$ cat config.mk
export PLATFORM = sky130hd
export DESIGN_NAME = tdf_framer
export DESIGN_NICKNAME = d
export VERILOG_FILES = /design/src/common/tdf_pkg.sv /design/src/rtl/tdf_fifo.sv /design/src/rtl/tdf_framer.sv
export VERILOG_INCLUDE_DIRS = /design/src /design/src/common
export SDC_FILE = /design/constraint.sdc
export NUM_CORES = 1
export LEC_CHECK = 0
export BUFFER_PORTS_ARGS = -buffer_cell sky130_fd_sc_hd__buf_2
export CORE_AREA = 2 2 271 273
export CTS_CLUSTER_SIZE = 40
export DETAILED_ROUTE_END_ITERATION = 16
export DIE_AREA = 0 0 273 275
export HOLD_SLACK_MARGIN = 0.06
export PLACE_DENSITY = 0.73
export SLEW_MARGIN = 25
export SYNTH_ARGS = -nofsm -noshare
export SYNTH_HDL_FRONTEND = slang
export SYNTH_HIERARCHICAL = 1
export SYNTH_SLANG_ARGS = --single-unit
$ cat constraint.sdc
create_clock -name ref_clk_i -period 7.9 [get_ports ref_clk_i]
set_input_delay 0.395 -clock ref_clk_i [delete_from_list [all_inputs] [get_ports ref_clk_i]]
set_output_delay 0.395 -clock ref_clk_i [all_outputs]
set_load 0.02 [all_outputs]
$ cat src/common/tdf_params.svh
// Constants for the telemetry downlink framer
`ifndef TDF_PARAMS_SVH
`define TDF_PARAMS_SVH
`define TDF_WORD_BITS 40
`define TDF_REG_BITS 16
`define TDF_DATA_BITS 15
`define TDF_FILL_BITS 7
`define TDF_SER_CNT_W 6
`define TDF_WORD_BITS_CNT 6'd40
`define TDF_FIFO_DEPTH 8
`define TDF_LIST_WORDS 7'd100
`define TDF_FIRST_WORD 7'd1
`define TDF_MID_WORD 7'd51
`define TDF_SNAP1_FIRST 7'd2
`define TDF_SNAP1_LAST 7'd13
`define TDF_SNAP2_FIRST 7'd52
`define TDF_SNAP2_LAST 7'd63
`define TDF_SNAP_REGS 24
`define TDF_SNAP_LAST_IDX 5'd23
`define TDF_CNT_FIRST 7'd35
`define TDF_FLAG_FIRST 7'd40
`define TDF_DISP_FIRST 7'd45
`define TDF_LIST2_FIRST 7'd64
`define TDF_IOF_FIRST 7'd85
`define TDF_DISP2_FIRST 7'd95
`define TDF_ID_POWERED 15'h7FFC
`define TDF_ID_COAST 15'h7FFF
`define TDF_ID_RNDZ 15'h7FFD
`define TDF_ID_BACKUP 15'h7FFE
`define TDF_ID_DUMP 15'h7FF0
`define TDF_SYNC_DATA 15'h7EE0
`define TDF_CLK_HZ 25000000
`define TDF_WORD_RATE_WPS 50
`define TDF_WORD_PERIOD_CYC (`TDF_CLK_HZ / `TDF_WORD_RATE_WPS)
`define TDF_LATE_CYC (2 * `TDF_WORD_PERIOD_CYC)
`endif

$ cat src/common/tdf_pkg.sv
// Types for the telemetry downlink framer
package tdf_pkg;
	typedef enum logic [2:0] {
		TDF_LIST_POWERED, TDF_LIST_COAST, TDF_LIST_RNDZ, TDF_LIST_BACKUP, TDF_LIST_DUMP
	} tdf_list_t;
	typedef enum logic [2:0] {
		TDF_REG_HEAD, TDF_REG_SNAPSHOT, TDF_REG_LIST_DATA, TDF_REG_COUNTERS,
		TDF_REG_FLAGS, TDF_REG_DISPLAY, TDF_REG_IO_FLAGS, TDF_REG_MIDPOINT
	} tdf_region_t;
	typedef enum logic [2:0] {
		TDF_ST_IDLE, TDF_ST_CAP_RD, TDF_ST_CAP_WR, TDF_ST_RD_A, TDF_ST_RD_B, TDF_ST_WR_B,
		TDF_ST_PUSH
	} tdf_state_t;
endpackage

$ cat src/rtl/tdf_fifo.sv
// Word FIFO between framing and serial output
`timescale 1ns/10ps
module tdf_fifo #(
	parameter int WIDTH = 40,
	parameter int DEPTH = 8
) (
	input wire logic ref_clk_i,
	input wire logic rst_i,
	input wire logic in_valid_i,
	output logic in_ready_o,
	input wire logic [WIDTH-1:0] in_data_i,
	output logic out_valid_o,
	input wire logic out_ready_i,
	output logic [WIDTH-1:0] out_data_o
);
	localparam int AW = $clog2(DEPTH);
	logic [WIDTH-1:0] mem_reg [DEPTH];
	logic [AW:0] wr_reg, wr_next, rd_reg, rd_next;
	logic push, pop, full, empty;

	always_comb begin
		full = (wr_reg[AW] != rd_reg[AW]) && (wr_reg[AW-1:0] == rd_reg[AW-1:0]);
		empty = (wr_reg == rd_reg);
		push = in_valid_i && !full;
		pop = out_ready_i && !empty;
		wr_next = push ? wr_reg + 1'b1 : wr_reg;
		rd_next = pop ? rd_reg + 1'b1 : rd_reg;
	end

	assign in_ready_o = !full;
	assign out_valid_o = !empty;
	assign out_data_o = mem_reg[rd_reg[AW-1:0]];

	always_ff @(posedge ref_clk_i or posedge rst_i) begin
		if (rst_i) begin
			wr_reg <= '0;
			rd_reg <= '0;
		end else begin
			wr_reg <= wr_next;
			rd_reg <= rd_next;
		end
	end

	always_ff @(posedge ref_clk_i) begin
		if (push) begin
			mem_reg[wr_reg[AW-1:0]] <= in_data_i;
		end
	end
endmodule

$ cat src/rtl/tdf_framer.sv
// Telemetry downlink framer: list sequencing, word build and serial output
`timescale 1ns/10ps
`include "tdf_params.svh"
// Operation
// [RULE_01] Word-done pulse loads next two registers
// [RULE_02] Words are 33 bits plus seven fillers
// [RULE_03] Order bit, first register, second register
// [RULE_04] Register field: 15 data, odd parity
// [RULE_05] Fillers repeat first seven register bits
// [RULE_06] Word one: identifier, sync, order zero
// [RULE_07] Order bit one, except midpoint word 51
// [RULE_08] Identifiers negative, elapsed time pair positive; code forces only the first time register's sign bit to zero
// [RULE_09] Distinct identifier codes per list
// [RULE_10] Sync register holds fixed pattern
// [RULE_11] Hundred words per list, fifty per second
// [RULE_12] List chosen only at pass start
// [RULE_13] Programs request list through identifier register
// [RULE_14] Dump passes finish despite other requests
// [RULE_15] Words 2-13 sent from snapshot
// [RULE_16] Words 52-63 sent from snapshot
// [RULE_17] Other words read live at sending
// [RULE_18] Fixed layout regions within the list
// [RULE_19] Identifier marks start and names layout
// [RULE_20] Telemetry programmer paces serial flow
// [RULE_21] Fields sent most significant bit first
module tdf_framer #(
	parameter int FIFO_DEPTH = `TDF_FIFO_DEPTH,
	parameter int LATE_CYC = `TDF_LATE_CYC
) (
	input wire logic ref_clk_i,
	input wire logic rst_i,
	input wire logic word_done_i,
	input wire logic [14:0] list_req_i,
	input wire logic dump_req_i,
	input wire logic [7:0] dump_passes_i,
	input wire logic [29:0] elapsed_time_pair_i,
	output logic src_rd_o,
	output tdf_pkg::tdf_list_t src_list_o,
	output logic [7:0] src_index_o,
	input wire logic [14:0] src_data_i,
	input wire logic ser_shift_i,
	output logic ser_data_o,
	output logic [15:0] chan_first_o,
	output logic [15:0] chan_second_o,
	output logic order_bit_o,
	output logic word_loaded_o,
	output logic [6:0] word_num_o,
	output tdf_pkg::tdf_region_t region_o,
	output tdf_pkg::tdf_list_t list_o,
	output logic word_late_o
);
	tdf_pkg::tdf_state_t state_reg, state_next;
	tdf_pkg::tdf_list_t list_reg, list_next, req_list;
	tdf_pkg::tdf_region_t region_reg, region_next, cur_region;
	logic [6:0] word_reg, word_next, snap_first, word_num_reg, word_num_next;
	logic [14:0] fa_reg, fa_next, fb_reg, fb_next, snap_reg [`TDF_SNAP_REGS];
	logic [4:0] cap_reg, cap_next, snap_off;
	logic [7:0] dump_left_reg, dump_left_next, dump_n_reg, dump_n_next;
	logic dump_pend_reg, dump_pend_next, pend_reg, pend_next, go, consume, pass_start;
	logic req_ok, in_snap, snap_we, push_valid, push_ready, pop_valid, pop_ready;
	logic [15:0] field_a, field_b;
	logic [39:0] push_word, pop_word;

	function automatic logic [15:0] tdf_field(input logic [14:0] d);
		return {d, ~^d};
	endfunction

	function automatic logic [14:0] tdf_id_of(input tdf_pkg::tdf_list_t l);
		case (l)
			tdf_pkg::TDF_LIST_POWERED: return `TDF_ID_POWERED;
			tdf_pkg::TDF_LIST_COAST: return `TDF_ID_COAST;
			tdf_pkg::TDF_LIST_RNDZ: return `TDF_ID_RNDZ;
			tdf_pkg::TDF_LIST_BACKUP: return `TDF_ID_BACKUP;
			default: return `TDF_ID_DUMP;
		endcase
	endfunction

	// [RULE_09] identifier decode
	// [RULE_13] request taken from identifier input
	always_comb begin
		req_ok = 1'b1;
		case (list_req_i)
			`TDF_ID_POWERED: req_list = tdf_pkg::TDF_LIST_POWERED;
			`TDF_ID_COAST: req_list = tdf_pkg::TDF_LIST_COAST;
			`TDF_ID_RNDZ: req_list = tdf_pkg::TDF_LIST_RNDZ;
			`TDF_ID_BACKUP: req_list = tdf_pkg::TDF_LIST_BACKUP;
			default: begin
				req_list = list_reg;
				req_ok = 1'b0;
			end
		endcase
	end

	// [RULE_18] layout regions of the list
	always_comb begin
		if (word_reg == `TDF_FIRST_WORD) begin
			cur_region = tdf_pkg::TDF_REG_HEAD;
		end else if (word_reg == `TDF_MID_WORD) begin
			cur_region = tdf_pkg::TDF_REG_MIDPOINT;
		end else if (word_reg >= `TDF_DISP2_FIRST) begin
			cur_region = tdf_pkg::TDF_REG_DISPLAY;
		end else if (word_reg >= `TDF_IOF_FIRST) begin
			cur_region = tdf_pkg::TDF_REG_IO_FLAGS;
		end else if (word_reg >= `TDF_LIST2_FIRST) begin
			cur_region = tdf_pkg::TDF_REG_LIST_DATA;
		end else if (word_reg >= `TDF_SNAP2_FIRST) begin
			cur_region = tdf_pkg::TDF_REG_SNAPSHOT;
		end else if (word_reg >= `TDF_DISP_FIRST) begin
			cur_region = tdf_pkg::TDF_REG_DISPLAY;
		end else if (word_reg >= `TDF_FLAG_FIRST) begin
			cur_region = tdf_pkg::TDF_REG_FLAGS;
		end else if (word_reg >= `TDF_CNT_FIRST) begin
			cur_region = tdf_pkg::TDF_REG_COUNTERS;
		end else if (word_reg > `TDF_SNAP1_LAST) begin
			cur_region = tdf_pkg::TDF_REG_LIST_DATA;
		end else begin
			cur_region = tdf_pkg::TDF_REG_SNAPSHOT;
		end
	end

	// Word build, most significant bit first
	// [RULE_02] [RULE_03] [RULE_04] [RULE_05] [RULE_21] word layout
	always_comb begin
		field_a = tdf_field(fa_reg);
		field_b = tdf_field(fb_reg);
		// [RULE_06] [RULE_07] order bit
		push_word = {(word_reg != `TDF_FIRST_WORD) && (word_reg != `TDF_MID_WORD),
			field_a, field_b, field_a[15:9]};
	end

	always_comb begin
		go = word_done_i || pend_reg;
		consume = (state_reg == tdf_pkg::TDF_ST_IDLE) && go;
		pass_start = consume && (word_reg == `TDF_FIRST_WORD);
		snap_first = (word_reg > `TDF_MID_WORD) ? `TDF_SNAP2_FIRST : `TDF_SNAP1_FIRST;
		snap_off = 5'((word_reg - snap_first) << 1);
		in_snap = ((word_reg > `TDF_SNAP1_FIRST) && (word_reg <= `TDF_SNAP1_LAST))
			|| ((word_reg > `TDF_SNAP2_FIRST) && (word_reg <= `TDF_SNAP2_LAST));
		state_next = state_reg;
		list_next = list_reg;
		word_next = word_reg;
		fa_next = fa_reg;
		fb_next = fb_reg;
		cap_next = cap_reg;
		region_next = region_reg;
		word_num_next = word_num_reg;
		dump_left_next = dump_left_reg;
		dump_n_next = dump_n_reg;
		dump_pend_next = dump_pend_reg;
		snap_we = 1'b0;
		src_rd_o = 1'b0;
		src_index_o = 8'((word_reg - 7'd1) << 1);
		push_valid = 1'b0;
		// Late word-done is held, not lost
		pend_next = (pend_reg && !consume) || (word_done_i && !(consume && !pend_reg));
		// Dump request pulse wins over its clear
		if (dump_req_i) begin
			dump_pend_next = 1'b1;
			dump_n_next = dump_passes_i;
		end
		case (state_reg)
			tdf_pkg::TDF_ST_IDLE: begin
				if (consume) begin
					// [RULE_01] word-done starts the next word
					state_next = tdf_pkg::TDF_ST_RD_A;
					if (pass_start) begin
						// [RULE_12] list switched only here
						// [RULE_14] dump passes ignore list requests
						if (dump_left_reg != 8'h00) begin
							list_next = tdf_pkg::TDF_LIST_DUMP;
							dump_left_next = dump_left_reg - 8'h01;
						end else if (dump_pend_reg && dump_n_reg != 8'h00) begin
							list_next = tdf_pkg::TDF_LIST_DUMP;
							dump_left_next = dump_req_i ? dump_passes_i - 8'h01
								: dump_n_reg - 8'h01;
							dump_pend_next = dump_req_i;
						end else if (req_ok) begin
							list_next = req_list;
						end
						// [RULE_19] identifier heads the list
						// [RULE_08] identifiers carry the sign bit
						fa_next = tdf_id_of(list_next);
						// [RULE_10] fixed sync pattern
						fb_next = `TDF_SYNC_DATA;
						state_next = tdf_pkg::TDF_ST_PUSH;
					end else if (word_reg == `TDF_MID_WORD) begin
						// [RULE_08] first time register forced positive, second keeps input bit 14 as its sign
						fa_next = {1'b0, elapsed_time_pair_i[28:15]};
						fb_next = elapsed_time_pair_i[14:0];
						state_next = tdf_pkg::TDF_ST_PUSH;
					end else if (word_reg == `TDF_SNAP1_FIRST || word_reg == `TDF_SNAP2_FIRST) begin
						cap_next = 5'h00;
						state_next = tdf_pkg::TDF_ST_CAP_RD;
					end else if (in_snap) begin
						fa_next = snap_reg[snap_off];
						fb_next = snap_reg[snap_off + 5'h01];
						state_next = tdf_pkg::TDF_ST_PUSH;
					end
				end
			end
			tdf_pkg::TDF_ST_CAP_RD: begin
				// [RULE_15] [RULE_16] snapshot copy at first word
				src_rd_o = 1'b1;
				src_index_o = 8'((word_reg - 7'd1) << 1) + 8'(cap_reg);
				state_next = tdf_pkg::TDF_ST_CAP_WR;
			end
			tdf_pkg::TDF_ST_CAP_WR: begin
				snap_we = 1'b1;
				cap_next = cap_reg + 5'h01;
				state_next = tdf_pkg::TDF_ST_CAP_RD;
				if (cap_reg == `TDF_SNAP_LAST_IDX) begin
					fa_next = snap_reg[0];
					fb_next = snap_reg[1];
					state_next = tdf_pkg::TDF_ST_PUSH;
				end
			end
			tdf_pkg::TDF_ST_RD_A: begin
				// [RULE_17] live read at sending time
				src_rd_o = 1'b1;
				state_next = tdf_pkg::TDF_ST_RD_B;
			end
			tdf_pkg::TDF_ST_RD_B: begin
				src_rd_o = 1'b1;
				src_index_o = 8'((word_reg - 7'd1) << 1) + 8'h01;
				fa_next = src_data_i;
				state_next = tdf_pkg::TDF_ST_WR_B;
			end
			tdf_pkg::TDF_ST_WR_B: begin
				fb_next = src_data_i;
				state_next = tdf_pkg::TDF_ST_PUSH;
			end
			tdf_pkg::TDF_ST_PUSH: begin
				push_valid = 1'b1;
				if (push_ready) begin
					// [RULE_11] hundred-word list wraps
					word_next = (word_reg == `TDF_LIST_WORDS) ? `TDF_FIRST_WORD
						: word_reg + 7'd1;
					word_num_next = word_reg;
					region_next = cur_region;
					state_next = tdf_pkg::TDF_ST_IDLE;
				end
			end
			default: state_next = tdf_pkg::TDF_ST_IDLE;
		endcase
	end

	assign src_list_o = list_reg;
	assign list_o = list_reg;
	assign word_num_o = word_num_reg;
	assign region_o = region_reg;

	always_ff @(posedge ref_clk_i or posedge rst_i) begin
		if (rst_i) begin
			state_reg <= tdf_pkg::TDF_ST_IDLE;
			list_reg <= tdf_pkg::TDF_LIST_POWERED;
			word_reg <= `TDF_FIRST_WORD;
			fa_reg <= 15'h0000;
			fb_reg <= 15'h0000;
			cap_reg <= 5'h00;
			region_reg <= tdf_pkg::TDF_REG_HEAD;
			word_num_reg <= 7'h00;
			dump_left_reg <= 8'h00;
			dump_n_reg <= 8'h00;
			dump_pend_reg <= 1'b0;
			pend_reg <= 1'b0;
		end else begin
			state_reg <= state_next;
			list_reg <= list_next;
			word_reg <= word_next;
			fa_reg <= fa_next;
			fb_reg <= fb_next;
			cap_reg <= cap_next;
			region_reg <= region_next;
			word_num_reg <= word_num_next;
			dump_left_reg <= dump_left_next;
			dump_n_reg <= dump_n_next;
			dump_pend_reg <= dump_pend_next;
			pend_reg <= pend_next;
		end
	end

	always_ff @(posedge ref_clk_i) begin
		if (snap_we) begin
			snap_reg[cap_reg] <= src_data_i;
		end
	end

	tdf_fifo #(.WIDTH(`TDF_WORD_BITS), .DEPTH(FIFO_DEPTH)) u_fifo (
		.ref_clk_i(ref_clk_i),
		.rst_i(rst_i),
		.in_valid_i(push_valid),
		.in_ready_o(push_ready),
		.in_data_i(push_word),
		.out_valid_o(pop_valid),
		.out_ready_i(pop_ready),
		.out_data_o(pop_word)
	);

	// Serial output and output channels
	logic [39:0] sh_reg, sh_next;
	logic [5:0] bits_reg, bits_next;
	logic [15:0] cha_reg, cha_next, chb_reg, chb_next;
	logic ord_reg, ord_next, ld_reg, ld_next;
	logic [21:0] gap_reg, gap_next;
	logic late_reg, late_next;

	always_comb begin
		pop_ready = (bits_reg == 6'h00);
		sh_next = sh_reg;
		bits_next = bits_reg;
		cha_next = cha_reg;
		chb_next = chb_reg;
		ord_next = ord_reg;
		ld_next = 1'b0;
		if (pop_ready && pop_valid) begin
			sh_next = pop_word;
			bits_next = `TDF_WORD_BITS_CNT;
			ord_next = pop_word[39];
			cha_next = pop_word[38:23];
			chb_next = pop_word[22:7];
			ld_next = 1'b1;
		end else if (ser_shift_i && bits_reg != 6'h00) begin
			// [RULE_20] shift only on programmer strobe
			sh_next = {sh_reg[38:0], 1'b0};
			bits_next = bits_reg - 6'h01;
		end
		// [RULE_11] word-done spacing watchdog
		gap_next = word_done_i ? 22'h000000 : gap_reg;
		late_next = late_reg && !word_done_i;
		if (!word_done_i && gap_reg != 22'(LATE_CYC)) begin
			gap_next = gap_reg + 22'h000001;
		end else if (!word_done_i) begin
			late_next = 1'b1;
		end
	end

	always_ff @(posedge ref_clk_i or posedge rst_i) begin
		if (rst_i) begin
			sh_reg <= 40'h0000000000;
			bits_reg <= 6'h00;
			cha_reg <= 16'h0000;
			chb_reg <= 16'h0000;
			ord_reg <= 1'b0;
			ld_reg <= 1'b0;
			gap_reg <= 22'h000000;
			late_reg <= 1'b0;
		end else begin
			sh_reg <= sh_next;
			bits_reg <= bits_next;
			cha_reg <= cha_next;
			chb_reg <= chb_next;
			ord_reg <= ord_next;
			ld_reg <= ld_next;
			gap_reg <= gap_next;
			late_reg <= late_next;
		end
	end

	assign ser_data_o = sh_reg[39];
	assign chan_first_o = cha_reg;
	assign chan_second_o = chb_reg;
	assign order_bit_o = ord_reg;
	assign word_loaded_o = ld_reg;
	assign word_late_o = late_reg;
endmodule

==> out/metrics.yaml, run 1 <==
synthesis:
  yosysMostFrequentCell: "edfxtp_1"
  avgSynthCellArea_um2: 16.98
  synth_warnings: 6
  ys_seq_elements: 867
  synthTopCellsByCount: "edfxtp_1 (680), nand2_1 (204), dfrtp_1 (186), mux4_2 (169), nor2_1 (104)"
  syn_area_mm2: 0.03588
  synth_cell_type_count: 79
  yosys-top-cells-area: "edfxtp_1 (57%), dfrtp_1 (13%), mux4_2 (11%)"
  synth_top_area_share_pct: 56.90
  syn_nets: 2207
  yosys.area.top_type: "edfxtp_1"
  ys.flop_type: "edfxtp_1"
  syn_inst: 2113
  synth_edf_count: 680
  async_reset_ff_share_pct: 21.57
  synth-seq-area-share_pct: 69.95
setup_path:
  cp_max_fo: 39
  crit_arrival_ns: 6.04
  critPathKind: "flip-flop to flip-flop"
  critPathCaptureType: "flip-flop"
  critPathRequiredTime_ns: 8.41
  cp-start-kind: "flip-flop"
job:
  maxCapViolations: 0
clock_tree:
  cts_buffers: 89
  clk_latency_ns: 0.64
  cts_buffer_depth: 3
  clock_sinks: 867
  htree_num_levels: 3
  cts_tree: "built"
  post_cts_resized: 0
  root_buffer: "clkbuf_16"
  path_clk_slew_ns: 0.06
timing:
  final-max-slew-violation-count: 0
  skew_ns: 0.02194
  setup_violations: 0
  tns_ns: 0
  slew_headroom_pct: 28.51
  hold_viol: 0
  fmax_ghz: 0.1810
  worst_pin_slew_ns: 1.071
  min_period_ns: 5.526
  rsz0062_at_grt: "false"
  fin_crit_sh_pct: 69.94
power:
  p_leak_uw: 0.01430
  internal-power_uw: 10080
  power_uw: 15030
  clkPwrFrac_pct: 26.7
  p_sw_uw: 4947
  pwr-share-comb_pct: 29.8
  p_sw_share_pct: 32.91
  p_seq_share_pct: 43.5
  p_per_area_mw_per_mm2: 369.4
  vdd_drop_max_uv: 204.8
detailed_routing:
  wirelength_mm: 80.51
  vias_per_cell: 5.945
  drtIter0Drc: 1937
  antenna_left: 0
  first_pass_iters: 6
  remaining_drc_errors: 0
  vias: 19700
  wire_per_inst_um: 24.30
floorplan:
  io-pin-count: 134
  die_height_um: 275
  coreArea_mm2: 0.07234
  start_util_pct: 49.61
  dieArea_mm2: 0.07508
  die_x_um: 273
  rows: 99
global_route:
  grt_pass1_wl_mm: 122.1
  grtUsageMet2_pct: 36.61
  use_met1_pct: 28.75
  use_met3_pct: 4.547
  grt.busiest_layer: "met2"
  grt-ovfl-total: 0
  grt_pass1_vias: 20120
  grt_usage_pct: 21.63
  grt_max_degree: 131
  grt_antenna_before_repair: 7
place:
  finalWeightedCongestion: 0.8239
  port_buffers: 132
  placed_cells: 3134
  dp_hpwl_mm: 48.78
min_path:
  worstHoldPathType: "input port to flip-flop"
finish:
  area.growth.synth_to_final_pct: 13.38
  largest_reg_flops: 360
  drive_above_1_share_pct: 25.20
  layout.nets: 2372
  post_layout_nonfiller_instances: 3313
run_status:
  outcome: "finished, final reports clean"
final timing paths:
path | start | end | slack, ns | cells past startpoint
min | elapsed_time_pair_i[23] | fa_reg[8]$_DFFE_PP0P_ | 0.08 | 3
min in group asynchronous | rst_i | bits_reg[1]$_DFFE_PP0P_ | 0.31 | 3
max in group asynchronous | rst_i | sh_reg[3]$_DFFE_PP0P_ | 6.06 | 5
max reg2reg | word_reg[0]$_DFFE_PP1P_ | fb_reg[4]$_DFFE_PP0P_ | 2.37 | 14
min reg2reg | chan_second_o[14]$_DFFE_PP0P_ | chan_second_o[14]$_DFFE_PP0P_ | 0.47 | 2
max | word_reg[0]$_DFFE_PP1P_ | fb_reg[4]$_DFFE_PP0P_ | 2.37 | 14
cells by family (layout without fill, tap and decap cells):
kind of cell / after synthesis / in the layout / share of synthesized area (%)
and+or+nand+nor: 427 / 427 / 5.265
DFF: 867 / 867 / 69.95
muxes: 320 / 320 / 15.17
buffers and inverters: 140 / 380 / 1.778
other: 0 / 1 / 0
AOI/OAI and AO/OA: 257 / 257 / 5.017
adders and majority gates: 22 / 22 / 0.8020
xor gates and xnor gates: 80 / 80 / 2.015
worst max-delay path, cell delays in order (launching register included):
cell,delay (ns)
dfstp_4,1.05
ha_1,0.36
nand2b_1,0.17
or4_1,0.69
o21ai_0,0.32
ha_4,0.19
inv_1,0.05
fa_2,0.85
buf_4,0.54
mux4_2,0.41
mux2i_1,0.16
a211oi_1,0.09
a21oi_1,0.14
o21ai_0,0.10
mux2_4,0.27
placed cells by master, fill, tap and decap left out, drive strengths merged, types with 11 or more instances in the layout:
master and count:
clkinv 37, dlygate4sd3 11, xor2 30, o211ai 15, nand2 204, mux4 169, nand2b 12, a221o 12
buf 174, a211oi 28, o21ai 94, nor4 13, a21oi 28, clkbuf 117, inv 35, a221oi 11
xnor2 50, ha 19, mux2i 79, nor2 104, mux2 72, nand3 27, dfrtp 186, edfxtp 680
nor3 20
final cells by class:
type                    instances  area, um2
clock inverters                49      390.4
diodes                          1      2.502
flip-flops and latches        867      25110
fillers                      5491      31650
clock buffers                 117       2412
well taps                     959       1200
multi-input cells            1106      10340
inverters                      29      116.4
repair buffers                185       1114
timing repair:
item                      4_1_cts  5_1_grt
hold buffers                   11        0
hold endpoints to repair      103        0
setup buffers                   0        0
stage by stage:
stage	setup WS (ns)	util (%)	hold WS, ns	cell area, um2
floorplan	1.548	-	0.2107	35880
global placement	2.464	52.09	0.4290	37680
detailed placement	2.374	52.11	0.4383	37700
CTS	2.327	56.14	0.06285	40610
global route	2.118	56.24	0.1054	40690
finish	2.374	56.24	0.08477	40690
power groups by stage:
| stage | Sequential (uW) | Clock [uW] | Combinational (uW) |
|---|---|---|---|
| after floorplan | 6330 | 0 | 3330 |
| after global placement | 6570 | 0 | 4280 |
| after detailed placement | 6630 | 0 | 4440 |
| after CTS | 6540 | 4070 | 4460 |
| after global routing | 6640 | 4250 | 4820 |
| final | 6540 | 4010 | 4480 |
metal layers:
layer | wire length, um | vias up | share of wire (%)
met5 | 67 | - | 0.083
met4 | 1652 | 10 | 2.1
met2 | 40560 | 766 | 50
met1 | 32490 | 10180 | 40
li1 | - | 8609 | -
met3 | 5742 | 131 | 7.1
Power figures use the tool's default switching activity.
==> run 2, diff against run 1 <==
Settings changed: PLACE_DENSITY 0.73 to 0.76.
Clock period 7.9 ns to 4.75 ns, I/O delays scaled along.
==> out/metrics.yaml, run 2 (synthesis gave the netlist of run 1 again) <==
clock_tree:
  htree_num_levels: 3  # unchanged
  post_cts_resized: 0  # unchanged
  path_clk_slew_ns: 0.06  # about the same
  clock_sinks: 867  # unchanged
  cts_buffers: 86  # -3.4%
  cts_tree: "built"
  cts_buffer_depth: 3  # unchanged
  root_buffer: "clkbuf_16"
  clk_latency_ns: 0.63  # about the same
timing:
  slew_headroom_pct: 27.89  # -0.62 points
  setup_violations: 0  # unchanged
  worst_pin_slew_ns: 1.080  # +0.009232 ns
  fmax_ghz: 0.2265
  rsz0062_at_grt: "false"
  tns_ns: 0  # unchanged
  fin_crit_sh_pct: 92.95
  skew_ns: 0.03401  # +0.01207 ns
  final-max-slew-violation-count: 0  # unchanged
  min_period_ns: 4.415
  fin_ws_ns: 0.3350  # -2.039 ns
  hold_viol: 0  # unchanged
power:
  p_per_area_mw_per_mm2: 619.7  # +68%
  p_leak_uw: 0.01458  # +1.9%
  vdd_drop_max_uv: 364.9  # +78%
floorplan:
  die_height_um: 275  # unchanged
  io-pin-count: 134  # unchanged
  dieArea_mm2: 0.07508  # unchanged
  coreArea_mm2: 0.07234  # unchanged
  die_x_um: 273  # unchanged
  start_util_pct: 49.61  # unchanged
  rows: 99  # unchanged
min_path:
  worstHoldPathType: "input port to flip-flop"
finish:
  layout_common_cells: "edfxtp_1 (680), nand2_1 (204), dfrtp_1 (183)"
  drive_above_1_share_pct: 25.89  # +0.69 points
  layout.nets: 2407  # +1.5%
  final_common_cell: "edfxtp_1"
  area.growth.synth_to_final_pct: 15.34
  largest_reg_flops: 360  # unchanged
  post_layout_nonfiller_instances: 3348  # +1.1%
  final_core_util_pct: 57.22  # +0.97 points
job:
  maxCapViolations: 0  # unchanged
place:
  port_buffers: 132  # unchanged
  dp_hpwl_mm: 48.71  # -0.15%
  finalWeightedCongestion: 0.8643  # +4.9%
  placed_cells: 3145  # +0.35%
  dp_slack_ns: 0.6535  # -1.720 ns
setup_path:
  max_stage_delay_ns: 0.62  # -0.43 ns
  critPathRequiredTime_ns: 4.51  # -3.90 ns
  cp-start-kind: "flip-flop"
  reg2reg_slack_ns: 0.54  # -1.83 ns
  path_cells: "buf_6 -> inv_1 -> ha_1 -> fa_1 -> inv_1 -> a21o_1 -> a21oi_1 -> nor3_1 -> nand3_1 -> mux2i_1 -> buf_2"
  critPathMostFrequentCell: "inv_1"
  slowest_stage: "dfstp_4"
  critPathKind: "flip-flop to primary output"
  cp_max_fo: 53  # +36%
  crit_arrival_ns: 4.18  # -1.86 ns
  critPathCaptureType: "primary output"
global_route:
  grt_max_degree: 180  # +37%
  grt-ovfl-total: 0  # unchanged
  grt_usage_pct: 21.97  # +0.34 points
  grt_antenna_before_repair: 7  # unchanged
  grt_pass1_vias: 20560  # +2.2%
  grt_pass1_wl_mm: 124.1  # +1.7%
detailed_routing:
  vias_per_cell: 5.964  # +0.32%
  first_pass_iters: 7  # +1
  vias: 19970  # +1.4%
  antenna_left: 0  # unchanged
  remaining_drc_errors: 0  # unchanged
  wirelength_mm: 81.43  # +1.2%
  drtIter0Drc: 1984  # +2.4%
  wire_per_inst_um: 24.32  # about the same
run_status:
  outcome: "finished, final reports clean"
-- run 2: what timing repair did --
item,in CTS,in global routing
hold buffers,38,0
hold endpoints to repair,291,0
buffers inserted,0,0
-- run 2: area by class of cell --
cell class                      count  area, um2
Fill cell                        5421      30950
Sequential cell                   867      25110
Multi-Input combinational cell   1106      10380
Clock buffer                      113       2450
Timing Repair Buffer              223       1550
Tap cell                          959       1200
Clock inverter                     49      583.1
Inverter                           29      112.6
Antenna cell                        2      5.005
-- run 2: per-layer routing --
| metal | track usage [%] | wire, um |
|---|---|---|
| met5 | 0 | 39 |
| met4 | 7.435 | 2270 |
| met3 | 4.041 | 5963 |
| met2 | 36.00 | 39810 |
| met1 | 29.93 | 33350 |
-- run 2: worst paths after layout --
kind                                          from                      endpoint  depth (start not counted)
setup / recovery           word_reg[0]$_DFFE_PP1P_                src_index_o[7]                         11
max in group asynchronous                    rst_i     word_num_o[4]$_DFFE_PP0P_                          5
hold / removal             elapsed_time_pair_i[17]         fa_reg[2]$_DFFE_PP0P_                          4
setup reg to reg           word_reg[1]$_DFFE_PP0P_         fb_reg[9]$_DFFE_PP0P_                         14
hold reg to reg            region_o[0]$_DFFE_PP0P_       region_o[0]$_DFFE_PP0P_                          2
min in group asynchronous                    rst_i  u_fifo/rd_reg[1]$_DFFE_PP0P_                          3
-- run 2: power by group --
group	switching [uW]	internal, uW
Combinational	4370	3350
Clock	2870	4300
Sequential	1040	9710
-- run 2: per-stage QoR --
step | hold slack, ns | power (uW) | instance area (um2)
6_report | 0.09097 | 25650 | 41390
5_1_grt | 0.06118 | 26710 | 41390
4_1_cts | 0.06538 | 25730 | 41320
3_5_place_dp | 0.2511 | 18520 | 37900
3_3_place_gp | 0.2461 | 18210 | 37900
2_1_floorplan | 0.05316 | 16070 | 35920
-- run 2: critical path, delay by kind of cell, from the launching register on --
kind                       cells  cell delay [ns]
adders and majority gates      2             0.84
DFF                            1             0.62
AOI/OAI and AO/OA              2             0.20
and+or+nand+nor                2             0.38
buffers and inverters          4             1.13
muxes                          1             0.35
==> run 3, diff against run 2 <==
Settings changed: PLACE_DENSITY 0.76 to 0.73.
Clock period 4.75 ns to 5.69 ns, I/O delays scaled along.
==> out/metrics.yaml, run 3 (synthesis gave the netlist of run 1 again) <==
power:
  p_seq_share_pct: 42.3  # +0.4 points
  p_sw_uw: 6816  # -18%
  p_leak_uw: 0.01447  # -0.77%
  p_sw_share_pct: 32.01  # -0.29 points
  pwr-share-comb_pct: 29.9  # -0.2 points
  clkPwrFrac_pct: 27.9  # about the same
  power_uw: 21290  # -17%
  p_per_area_mw_per_mm2: 518.3  # -16%
  vdd_drop_max_uv: 371.8  # +1.9%
  internal-power_uw: 14480  # -17%
timing:
  tns_ns: 0  # unchanged
  rsz0062_at_grt: "false"
  skew_ns: 0.02199  # -0.01202 ns
  slew_headroom_pct: 27.26  # -0.63 points
  fin_crit_sh_pct: 85.16
  fmax_ghz: 0.2064
  min_period_ns: 4.846
  worst_pin_slew_ns: 1.090  # +0.009492 ns
  final-max-slew-violation-count: 0  # unchanged
  setup_violations: 0  # unchanged
  hold_viol: 0  # unchanged
clock_tree:
  clk_latency_ns: 0.63  # about the same
  clock_sinks: 867  # unchanged
  hold_buffers: 25  # -34%
  cts_buffers: 87  # +1.2%
  post_cts_buffers: 0  # unchanged
  post_cts_resized: 0  # unchanged
  htree_num_levels: 3  # unchanged
  cts_tree: "built"
  root_buffer: "clkbuf_16"
  cts_buffer_depth: 3  # unchanged
  path_clk_slew_ns: 0.06  # about the same
floorplan:
  die_x_um: 273  # unchanged
  io-pin-count: 134  # unchanged
  start_util_pct: 49.61  # unchanged
  dieArea_mm2: 0.07508  # unchanged
  rows: 99  # unchanged
  die_height_um: 275  # unchanged
  coreArea_mm2: 0.07234  # unchanged
detailed_routing:
  vias_per_cell: 5.910  # -0.90%
  remaining_drc_errors: 0  # unchanged
  first_pass_iters: 5  # -2
  wirelength_mm: 79.78  # -2.0%
  wire_per_inst_um: 23.97  # -1.4%
  vias: 19670  # -1.5%
  drtIter0Drc: 1868  # -5.8%
  antenna_left: 0  # unchanged
finish:
  area.growth.synth_to_final_pct: 14.47
  largest_reg_flops: 360  # unchanged
  post_layout_nonfiller_instances: 3328  # -0.60%
  layout_common_cells: "edfxtp_1 (680), nand2_1 (204), dfrtp_1 (183)"
  layout.nets: 2388  # -0.79%
  drive_above_1_share_pct: 25.26  # -0.63 points
  fill_cells: 5421  # unchanged
  final_common_cell: "edfxtp_1"
  fin_area_mm2: 0.04108  # -0.75%
place:
  placed_cells: 3139  # -0.19%
  finalWeightedCongestion: 0.8387  # -3.0%
  port_buffers: 132  # unchanged
  place_area_mm2: 0.03778  # -0.31%
  dp_hpwl_mm: 49.34  # +1.3%
setup_path:
  critPathKind: "flip-flop to flip-flop"
  crit_arrival_ns: 5.35  # +1.17 ns
  cp-start-kind: "flip-flop"
  critPathRequiredTime_ns: 6.20  # +1.69 ns
  critPathCaptureType: "flip-flop"
  cp_max_fo: 18  # -66%
global_route:
  grt_pass1_vias: 20360  # -0.94%
  grt-ovfl-total: 0  # unchanged
  grt_antenna_before_repair: 5  # -2
  grt_pass1_wl_mm: 122.0  # -1.7%
  grt_max_degree: 136  # -24%
  grt_usage_pct: 21.58  # -0.39 points
job:
  maxCapViolations: 0  # unchanged
min_path:
  worstHoldPathType: "input port to flip-flop"
run_status:
  outcome: "finished, final reports clean"
## run 3: changes by cell type in the layout (fill, tap and decap cells not counted), moves of 2 or more
cell / before / now
clkinv_1: 9 / 12
clkinvlp_4: 8 / 2
nor2_4: 8 / 6
clkbuf_1: 13 / 21
clkbuf_8: 9 / 7
dlygate4sd3_1: 38 / 25
nor2_1: 82 / 84
nor3_2: 1 / 4
inv_6: 4 / 1
buf_12: 7 / 2
nor3_4: 3 / 0
clkinv_2: 15 / 13
## run 3: critical path: stages, from the launching register on
cell	delay, ns
dfstp_4	0.74
ha_1	0.27
nand2b_1	0.16
or4_1	0.66
o21ai_0	0.30
ha_4	0.19
inv_1	0.05
fa_2	0.96
buf_4	0.34
mux4_2	0.32
mux2i_1	0.14
a211oi_1	0.08
a21oi_1	0.12
o21ai_0	0.10
mux2_4	0.27
## run 3: per-layer routing
metal  vias up  track usage [%]  routed length (um)
met5         -                0                  38
met4         6            5.666                1732
met3       133            3.840                5618
met2       749            36.47               39950
met1     10140            29.18               32440
li1       8642                -                   -
## run 3: cell type report
class                      instances  area (um2)  share of cell area, %
sequential                       867       25110                  61.13
clock inverter                    42       524.3                  1.276
tap                              959        1200                  2.921
antenna                            2       5.005                0.01218
inverter                          29       121.4                 0.2955
clock buffer                     120        2477                  6.031
timing repair buffer             203        1285                  3.128
multi-input combinational       1106       10350                  25.20
## run 3: path summary, 6_finish.rpt
check / from / to / slack, ns / cells after the start
worst max-delay path: word_reg[0]$_DFFE_PP1P_ / fb_reg[3]$_DFFE_PP0P_ / 0.84 / 14
worst max register to register: word_reg[0]$_DFFE_PP1P_ / fb_reg[3]$_DFFE_PP0P_ / 0.84 / 14
min in group asynchronous: rst_i / u_fifo/rd_reg[0]$_DFFE_PP0P_ / 0.23 / 3
worst min register to register: chan_first_o[9]$_DFFE_PP0P_ / chan_first_o[9]$_DFFE_PP0P_ / 0.47 / 2
worst min-delay path: elapsed_time_pair_i[6] / fb_reg[6]$_DFFE_PP0P_ / 0.10 / 4
max in group asynchronous: rst_i / sh_reg[5]$_DFFE_PP0P_ / 4.10 / 4
## run 3: through the flow
step	setup WS (ns)	hold WS, ns	utilization [%]
3_5_place_dp	0.8595	0.3231	52.23
6_report	0.8444	0.1032	56.79
5_1_grt	0.5929	0.1005	56.78
2_1_floorplan	0.5485	0.1002	-
4_1_cts	0.8349	0.07290	56.73
3_3_place_gp	0.9167	0.3103	52.22
## run 3: power groups by stage
| stage | combinational (uW) | clock [uW] | sequential, uW |
|---|---|---|---|
| after floorplan | 4620 | 0 | 8790 |
| after global placement | 6130 | 0 | 9020 |
| after detailed placement | 6320 | 0 | 9110 |
| after CTS | 6360 | 6020 | 8990 |
| after global routing | 6880 | 6280 | 9110 |
| final | 6360 | 5930 | 9000 |
